File: config.mk
export PLATFORM = sky130hd
export DESIGN_NAME = ubm_top
export DESIGN_NICKNAME = d
export VERILOG_FILES = /design/src/ubm_pkg.sv /design/src/ubm_addr_cmp.sv /design/src/ubm_top.sv
export VERILOG_INCLUDE_DIRS = /design/src
export SDC_FILE = /design/constraint.sdc
export NUM_CORES = 1
export LEC_CHECK = 0
export ABC_AREA = 1
export BUFFER_PORTS_ARGS = -buffer_cell sky130_fd_sc_hd__buf_4
export CORE_ASPECT_RATIO = 1.2
export CORE_MARGIN = 1.5
export CORE_UTILIZATION = 45
export DETAILED_ROUTE_END_ITERATION = 16
export PLACE_DENSITY = 0.78
export SLEW_MARGIN = 20
export SYNTH_ARGS = -nofsm -noshare
export SYNTH_HDL_FRONTEND = slang
export SYNTH_SLANG_ARGS = --single-unit
export TNS_END_PERCENT = 1
File: constraint.sdc
create_clock -name clk_i -period 2.5 [get_ports clk_i]
set_input_delay 0.75 -clock clk_i [delete_from_list [all_inputs] [get_ports clk_i]]
set_output_delay 0.75 -clock clk_i [all_outputs]
set_load 0.03 [all_outputs]
File: src/ubm_defs.svh
// user break match unit: offsets, field positions, reset values, timing
`ifndef UBM_DEFS_SVH
`define UBM_DEFS_SVH

// ----------------------------------------------------------------
// register offsets (byte addresses)
// ----------------------------------------------------------------
`define UBM_OFF_ADDR_HI  8'h00
`define UBM_OFF_ADDR_LO  8'h04
`define UBM_OFF_MASK     8'h08
`define UBM_OFF_SELECT   8'h0c
`define UBM_OFF_STATUS   8'h10
`define UBM_OFF_CLEAR    8'h14
`define UBM_OFF_ENABLE   8'h18
`define UBM_OFF_PC       8'h1c

// ----------------------------------------------------------------
// cycle select fields
// ----------------------------------------------------------------
`define UBM_SEL_DMA      7
`define UBM_SEL_CPU      6
`define UBM_SEL_DATA     5
`define UBM_SEL_FETCH    4
`define UBM_SEL_WRITE    3
`define UBM_SEL_READ     2
`define UBM_SEL_SZ_HI    1
`define UBM_SEL_SZ_LO    0

// ----------------------------------------------------------------
// sizes, status bits, reset values, levels, timing
// ----------------------------------------------------------------
`define UBM_SZ_ANY       2'b00
`define UBM_SZ_WORD      2'b10
`define UBM_SZ_LONG      2'b11
`define UBM_ST_MATCH     0
`define UBM_ST_TAKEN     1
`define UBM_RST_HALF     16'h0000
`define UBM_RST_MASK     32'h0000_0000
`define UBM_RST_SELECT   8'h00
`define UBM_RST_EVT      2'b00
`define UBM_MAX_LEVEL    4'he
`define UBM_REQ_DELAY    2

`endif

File: src/ubm_pkg.sv
// user break match unit: shared types
`default_nettype none

package ubm_pkg;

    typedef enum logic [1:0] {
        UBM_IDLE = 2'b00,
        UBM_AERR = 2'b01,
        UBM_REQ  = 2'b10
    } ubm_state_t;

endpackage

`default_nettype wire

File: src/ubm_addr_cmp.sv
// user break match unit: masked address comparator
`timescale 1ns/1ps
`default_nettype none

module ubm_addr_cmp #(
    parameter int W = 32
) (
    // compared values
    input  wire logic [W-1:0] addr_i,
    input  wire logic [W-1:0] bar_i,
    input  wire logic [W-1:0] mask_i,
    // result
    output logic              hit_o
);

    // a set mask bit drops that address bit from the compare
    assign hit_o = (((addr_i ^ bar_i) & ~mask_i) == '0);

endmodule

`default_nettype wire

File: src/ubm_top.sv
// user break match unit: registers, bus cycle matcher, break request
//
// Chosen here: the Wishbone register port and the address map.
`timescale 1ns/1ps
`default_nettype none
`include "ubm_defs.svh"

module ubm_top (
    // clock and reset
    input  wire logic        clk_i,
    input  wire logic        rst_i,
    // wishbone slave
    input  wire logic        wb_cyc_i,
    input  wire logic        wb_stb_i,
    input  wire logic        wb_we_i,
    input  wire logic [7:0]  wb_adr_i,
    input  wire logic [3:0]  wb_sel_i,
    input  wire logic [31:0] wb_dat_i,
    output logic             wb_ack_o,
    output logic [31:0]      wb_dat_o,
    // watched bus cycle
    input  wire logic        bus_valid_i,
    input  wire logic [31:0] bus_addr_i,
    input  wire logic        bus_dma_i,
    input  wire logic        bus_fetch_i,
    input  wire logic        bus_write_i,
    input  wire logic [1:0]  bus_size_i,
    input  wire logic        bus_dual_i,
    input  wire logic        branch_first_i,
    // interrupt controller side
    input  wire logic        aerr_done_i,
    input  wire logic [3:0]  interrupt_mask_level_i,
    input  wire logic        earlier_irq_i,
    output logic             ubreak_req_o,
    output logic             ubreak_exc_o,
    output logic             break_fetch_o,
    output logic [31:0]      break_pc_o,
    output logic             irq_o
);

    // ----------------------------------------------------------------
    // registers
    // ----------------------------------------------------------------
    logic [15:0]         break_addr_high_reg;
    logic [15:0]         break_addr_low_reg;
    logic [31:0]         mask_reg;
    logic [7:0]          break_cycle_select_reg;
    logic [1:0]          sts_reg;
    logic [1:0]          en_reg;
    logic                ack_reg;
    logic [31:0]         dat_reg;
    logic                stg_reg;
    logic [31:0]         stg_pc_reg;
    logic                stg_fetch_reg;
    logic                stg_odd_reg;
    ubm_pkg::ubm_state_t state_reg;
    ubm_pkg::ubm_state_t state_next;
    logic [31:0]         pc_reg;
    logic                fetch_reg;
    logic                req_reg;
    logic                exc_reg;
    logic                irq_reg;

    // ----------------------------------------------------------------
    // bus decode
    // ----------------------------------------------------------------
    wire        wb_req  = wb_cyc_i & wb_stb_i;
    // writes land on the edge that sees ack high, as the master expects
    wire        wb_wr   = wb_req & wb_we_i & ack_reg;
    wire [31:0] wmask   = {{8{wb_sel_i[3]}}, {8{wb_sel_i[2]}},
                           {8{wb_sel_i[1]}}, {8{wb_sel_i[0]}}};
    wire [31:0] wdat    = wb_dat_i & wmask;
    wire        we_hi   = wb_wr & (wb_adr_i == `UBM_OFF_ADDR_HI);
    wire        we_lo   = wb_wr & (wb_adr_i == `UBM_OFF_ADDR_LO);
    wire        we_mask = wb_wr & (wb_adr_i == `UBM_OFF_MASK);
    wire        we_sel  = wb_wr & (wb_adr_i == `UBM_OFF_SELECT);
    wire        we_clr  = wb_wr & (wb_adr_i == `UBM_OFF_CLEAR);
    wire        we_en   = wb_wr & (wb_adr_i == `UBM_OFF_ENABLE);

    wire [15:0] hi_next   = (break_addr_high_reg & ~wmask[15:0]) | wdat[15:0];
    wire [15:0] lo_next   = (break_addr_low_reg & ~wmask[15:0]) | wdat[15:0];
    wire [31:0] mask_next = (mask_reg & ~wmask) | wdat;
    wire [7:0]  sel_next  = (break_cycle_select_reg & ~wmask[7:0]) | wdat[7:0];
    wire [1:0]  en_next   = (en_reg & ~wmask[1:0]) | wdat[1:0];

    logic [31:0] rd_data;

    always_comb begin
        if (wb_adr_i == `UBM_OFF_ADDR_HI) begin
            rd_data = {16'h0000, break_addr_high_reg};
        end else if (wb_adr_i == `UBM_OFF_ADDR_LO) begin
            rd_data = {16'h0000, break_addr_low_reg};
        end else if (wb_adr_i == `UBM_OFF_MASK) begin
            rd_data = mask_reg;
        end else if (wb_adr_i == `UBM_OFF_SELECT) begin
            rd_data = {24'h00_0000, break_cycle_select_reg};
        end else if (wb_adr_i == `UBM_OFF_STATUS) begin
            rd_data = {30'h0, sts_reg};
        end else if (wb_adr_i == `UBM_OFF_ENABLE) begin
            rd_data = {30'h0, en_reg};
        end else if (wb_adr_i == `UBM_OFF_PC) begin
            rd_data = pc_reg;
        end else begin
            rd_data = 32'h0000_0000;
        end
    end

    // ----------------------------------------------------------------
    // cycle matcher
    // ----------------------------------------------------------------
    wire [7:0]  bcs     = break_cycle_select_reg;
    wire [31:0] bar     = {break_addr_high_reg, break_addr_low_reg};
    wire [31:0] addr_nx = bus_addr_i + 32'h0000_0002;
    wire        hit0;
    wire        hit1;

    ubm_addr_cmp #(.W(32)) u_cmp_first (
        .addr_i (bus_addr_i),
        .bar_i  (bar),
        .mask_i (mask_reg),
        .hit_o  (hit0)
    );

    ubm_addr_cmp #(.W(32)) u_cmp_second (
        .addr_i (addr_nx),
        .bar_i  (bar),
        .mask_i (mask_reg),
        .hit_o  (hit1)
    );

    // dma never fetches, fetches are never writes
    wire       fetch_eff = bus_fetch_i & ~bus_dma_i;
    wire       wr_eff    = bus_write_i & ~fetch_eff;
    wire [1:0] size_eff  = fetch_eff ? `UBM_SZ_WORD : bus_size_i;
    wire       pairs_ok  = (|bcs[7:6]) & (|bcs[5:4]) & (|bcs[3:2]);
    wire       src_ok    = bus_dma_i ? bcs[`UBM_SEL_DMA]
                                     : bcs[`UBM_SEL_CPU];
    wire       id_ok     = fetch_eff ? bcs[`UBM_SEL_FETCH]
                                     : bcs[`UBM_SEL_DATA];
    wire       rw_ok     = wr_eff ? bcs[`UBM_SEL_WRITE]
                                  : bcs[`UBM_SEL_READ];
    wire       sz_ok     = (bcs[1:0] == `UBM_SZ_ANY)
                         | (bcs[1:0] == size_eff);
    // odd fetch only exists as a branch target that faults
    wire       fetch_al  = ~bus_addr_i[0] | branch_first_i;
    wire       data_al   = ~((bus_size_i == `UBM_SZ_WORD) & bus_addr_i[0])
                         & ~((bus_size_i == `UBM_SZ_LONG)
                             & (|bus_addr_i[1:0]));
    wire       align_ok  = fetch_eff ? fetch_al : data_al;
    // second instruction of a paired fetch has its own address
    wire       hit_pair  = bus_dual_i & fetch_eff & hit1;
    wire       addr_ok   = hit0 | hit_pair;
    wire       cyc_hit   = bus_valid_i & pairs_ok & src_ok & id_ok
                         & rw_ok & sz_ok & align_ok & addr_ok;
    wire [31:0] hit_pc   = hit0 ? bus_addr_i : addr_nx;

    // ----------------------------------------------------------------
    // request sequencing
    // ----------------------------------------------------------------
    wire lvl_ok = (interrupt_mask_level_i <= `UBM_MAX_LEVEL);
    // an interrupt already in flight goes first
    wire take   = req_reg & lvl_ok & ~earlier_irq_i;
    wire [1:0] evt = {take, stg_reg};
    wire [1:0] clr = we_clr ? wdat[1:0] : 2'b00;
    wire [1:0] sts_next = (sts_reg & ~clr) | evt;

    always_comb begin
        state_next = state_reg;
        case (state_reg)
            ubm_pkg::UBM_IDLE: begin
                if (stg_reg && stg_fetch_reg && stg_odd_reg) begin
                    state_next = ubm_pkg::UBM_AERR;
                end else if (stg_reg) begin
                    state_next = ubm_pkg::UBM_REQ;
                end
            end
            ubm_pkg::UBM_AERR: begin
                if (aerr_done_i) begin
                    state_next = ubm_pkg::UBM_REQ;
                end
            end
            ubm_pkg::UBM_REQ: begin
                if (take) begin
                    state_next = ubm_pkg::UBM_IDLE;
                end
            end
            default: begin
                state_next = ubm_pkg::UBM_IDLE;
            end
        endcase
    end

    wire capture = (state_reg == ubm_pkg::UBM_IDLE) & stg_reg;

    // ----------------------------------------------------------------
    // bus slave flops
    // ----------------------------------------------------------------
    always_ff @(posedge clk_i) begin
        if (rst_i) begin
            ack_reg <= 1'b0;
            dat_reg <= 32'h0000_0000;
        end else begin
            ack_reg <= wb_req & ~ack_reg;
            dat_reg <= rd_data;
        end
    end

    always_ff @(posedge clk_i) begin
        if (rst_i) begin
            break_addr_high_reg    <= `UBM_RST_HALF;
            break_addr_low_reg     <= `UBM_RST_HALF;
            mask_reg               <= `UBM_RST_MASK;
            break_cycle_select_reg <= `UBM_RST_SELECT;
            en_reg                 <= `UBM_RST_EVT;
            sts_reg                <= `UBM_RST_EVT;
            irq_reg                <= 1'b0;
        end else begin
            if (we_hi) begin
                break_addr_high_reg <= hi_next;
            end
            if (we_lo) begin
                break_addr_low_reg <= lo_next;
            end
            if (we_mask) begin
                mask_reg <= mask_next;
            end
            if (we_sel) begin
                break_cycle_select_reg <= sel_next;
            end
            if (we_en) begin
                en_reg <= en_next;
            end
            sts_reg <= sts_next;
            irq_reg <= |(sts_reg & en_reg);
        end
    end

    // ----------------------------------------------------------------
    // match pipeline and request
    // ----------------------------------------------------------------
    // the stage latches the cycle, so later register writes cannot undo it
    always_ff @(posedge clk_i) begin
        if (rst_i) begin
            stg_reg       <= 1'b0;
            stg_pc_reg    <= 32'h0000_0000;
            stg_fetch_reg <= 1'b0;
            stg_odd_reg   <= 1'b0;
        end else begin
            stg_reg       <= cyc_hit;
            stg_pc_reg    <= hit_pc;
            stg_fetch_reg <= fetch_eff;
            stg_odd_reg   <= bus_addr_i[0];
        end
    end

    // one break outstanding; later matches only mark status
    always_ff @(posedge clk_i) begin
        if (rst_i) begin
            state_reg <= ubm_pkg::UBM_IDLE;
            pc_reg    <= 32'h0000_0000;
            fetch_reg <= 1'b0;
            req_reg   <= 1'b0;
            exc_reg   <= 1'b0;
        end else begin
            state_reg <= state_next;
            if (capture) begin
                pc_reg    <= stg_pc_reg;
                fetch_reg <= stg_fetch_reg;
            end
            req_reg <= (state_next == ubm_pkg::UBM_REQ);
            exc_reg <= take;
        end
    end

    assign wb_ack_o      = ack_reg;
    assign wb_dat_o      = dat_reg;
    assign ubreak_req_o  = req_reg;
    assign ubreak_exc_o  = exc_reg;
    assign break_fetch_o = fetch_reg;
    assign break_pc_o    = pc_reg;
    assign irq_o         = irq_reg;
endmodule

`default_nettype wire

==> summary.txt <==
Hold path
  – HP Start: wb_ack_o
  – Worst hold path class: register to register
  – Hold depth: 1
  – Worst Hold Endpoint: wb_ack_o

Critical path
  – CP max stage delay: 0.25 ns
  – CP max stage cell: nor2_2
  – Crit-path most repeated cell: nor2_1
  – Crit start category: input port
  – R2R Path End: stg_pc_reg[18]
  – Worst Path Required: 2.83 ns
  – Reg2reg path depth: 11
  – Buf/Inv on CP: 3
  – Crit Path Class: input port to register
  – Crit path max fanout: 7
  – Reg-to-reg slack, setup: 0.25 ns
  – CP Cell Sequence: buf_4, ha_1, inv_1, nor2_2, nand2_4, nor2_8, buf_4, nand4_1, nand2_1, nor2_1, nand3_1, nor2_1, nand3_1, nor2_1, nor2_1, nor2_1
  – Crit. End Element: register
  – Worst Path Arrival: 2.64 ns
  – Critical path's top delay family: simple AND/OR/NAND/NOR gates

Global route
  – Largest net degree at the start of global routing: 55
  – Remaining global-route overflow: 0
  – Global-route wire length before repair: 52800 µm
  – Vias in the first global route: 9558
  – GRT Total Usage: 33.4%
  – Initial antenna violation count: 1

Timing
  – Final setup violation count: 0
  – Rel. slew slack: 29.9%
  – Final period util: 92.5%
  – Period minus WS final: 2.31 ns
  – Setup ws final: 0.187 ns
  – Slew Limit Fails: 0
  – Final Hold Vio Count: 0
  – Worst-Margin Slew: 1.05 ns
  – Setup TNS: 0 ns
  – Peak Freq: 0.432 GHz
  – Skew final: 0.0125 ns
  – RSZ-0062 raised after global routing: no

Flow run
  – Max-cap viol count: 0

Drt
  – Met1 wire length: 13800 µm
  – Met2 wire length: 17000 µm
  – DRC: 0
  – Drt wl/cell: 19.0 µm
  – Vias post-DR: 10100
  – Router iterations before antenna repair: 8
  – First DRT Iteration DRCs: 1034
  – Routed Antenna Nets: 0
  – Max layer used: met4
  – WL final: 35200 µm
  – DR WL met3: 2620 µm
  – Vias/cell: 5.45

Die
  – Die ar.: 20900 µm²
  – Cell Rows: 56
  – Die Height: 158 µm
  – Core Box Area: 19600 µm²
  – IO Pins: 164
  – Initial Utilization: 46.1%
  – Die width: 132 µm

Yosys
  – Post-synth EDFFs: 0
  – Synth cell types: 51
  – Synth Net Count: 1412
  – Post-synthesis sequential area ratio: 40.1%
  – Top post-synthesis cells by area: dfxtp_1, nand2_1, o21ai_0, nor2_1, inv_1
  – Yosys top cell area share: 40.1%
  – Synth Flop Type: dfxtp_1
  – Dominant cell type by area after synthesis: dfxtp_1
  – Register bit total from synthesis: 181
  – Ys Warns: 0
  – Post-Syn Area: 9040 µm²
  – Syn_area_per_cell: 6.87 µm²
  – Synth async-reset ratio: 0%
  – Post-Synthesis Cells: 1315

Cells and area
  – Synth-to-Final Area Change: 32.8%
  – Fin area: 12000 µm²
  – Final core utilization: 61.2%
  – Fillers: 1847
  – Share of cells above drive strength 1: 23.8%
  – Register area: 3620 µm²
  – # nets final: 1676
  – Area of the multi-input gates: 4650 µm²

Placement
  – IO Port Bufs: 163
  – GP Congestion: 0.972
  – Post-DP HPWL: 27600 µm
  – Area after DPL: 11400 µm²
  – Place WS: -0.245 ns

Outcome
  – Status: completed

Clock network
  – Root Buffer: clkbuf_16
  – Clk sinks: 181
  – Htree depth: 4
  – CTS buffer count: 17
  – Hold_buf cts: 0
  – Post-cts gate resize count: 0
  – Postcts setup bufs: 0
  – CTS tree: built
  – Clk slew on worst S/H paths: 0.08 ns
  – Max Root-Sink Buffers: 2
  – Clk_lat worst skew: 0.44 ns

Power
  – Power per standard cell area: 523 nW/µm²
  – Maximum vdd drop: 0.436 mV
  – Overall power: 6.28 mW
  – Leakage Power: 5.33 nW
routing by layer:
metal	global-route usage [%]	vias to the layer above
met5	0	-
met4	19.3	0
met3	6.40	101
met2	58.2	485
met1	38.6	4628
li1	-	4884
worst max-delay path by stage:
stage | start | end | slack (ns) | cells past startpoint
after detailed placement | bus_addr_i[1] | stg_reg | -0.25 | 16
after CTS | bus_addr_i[1] | stg_reg | 0.20 | 16
final | bus_addr_i[1] | stg_reg | 0.19 | 16
after global routing | bus_addr_i[1] | stg_pc_reg[14] | 0.04 | 10
after floorplan | bus_addr_i[1] | stg_reg | 0.34 | 15
after global placement | bus_addr_i[1] | stg_reg | -0.24 | 16
kinds of logic (layout without fill, tap and decap cells):
kind of cell               count (synthesis)  count (layout)  share of synthesized area, %
other                                      0               1                             0
adders and majority gates                  2               2                         0.277
xor gates and xnor gates                  19              19                          1.84
DFF                                      181             181                          40.1
and+or+nand+nor                          598             598                          29.7
AOI/OAI and AO/OA                        323             323                          19.6
buffers and inverters                    192             468                          8.49
cell type report:
class                      count  area share [%]
multi-input combinational    942            38.7
sequential                   181            30.2
timing repair buffer         291            18.8
inverter                     146            4.59
clock buffer                  17            3.55
tap                          261            2.72
clock inverter                14            1.37
antenna                        1          0.0209
through the flow:
step           hold slack (ns)  cells
6_report                 0.468   1853
5_1_grt                  0.483   1852
4_1_cts                  0.464   1852
3_5_place_dp             0.454   1821
3_3_place_gp             0.439   1821
2_1_floorplan            0.441   1315
cell usage after synthesis, drive strengths merged (2+ instances only):
| master | count |
|---|---|
| nor2 | 228 |
| a31oi | 3 |
| nor3b | 2 |
| nor3 | 14 |
| clkbuf | 26 |
| o211ai | 4 |
| nand2 | 238 |
| a221oi | 8 |
| ha | 2 |
| o21ai | 170 |
| inv | 144 |
| clkinv | 2 |
| nand4 | 15 |
| xnor2 | 14 |
| a21oi | 101 |
| nand3b | 2 |
| dfxtp | 181 |
| nand3 | 89 |
| o221ai | 4 |
| or2 | 6 |
| xor2 | 5 |
| a211oi | 18 |
| buf | 20 |
| nor4 | 2 |
| o22ai | 8 |
| o2111ai | 3 |
worst reg2reg max path, stage by stage, from the launching register on:
cell,delay (ns)
dfxtp_1,0.53
xnor2_1,0.19
nor2_1,0.10
nor3_1,0.19
buf_4,0.13
nand4_1,0.10
nor3_2,0.12
buf_4,0.14
nand2_2,0.08
buf_4,0.28
o21ai_0,0.22
nor2_1,0.05
power by group:
group / switching (mW) / leakage [nW] / internal, mW
Clock: 1.30 / 0.282 / 1.42
Combinational: 0.364 / 3.58 / 0.272
Sequential: 0.0135 / 1.47 / 2.91
Total: 1.68 / 5.33 / 4.60
cell usage in the layout, fill, tap and decap left out, drive strengths merged, types with 14 or more instances in the layout:
cell and count:
buf 291, nand2 238, nor2 228, dfxtp 181
o21ai 170, inv 150, a21oi 101, nand3 89
a211oi 18, clkbuf 17, nand4 15, xnor2 14
nor3 14
Power figures use the tool's default switching activity.
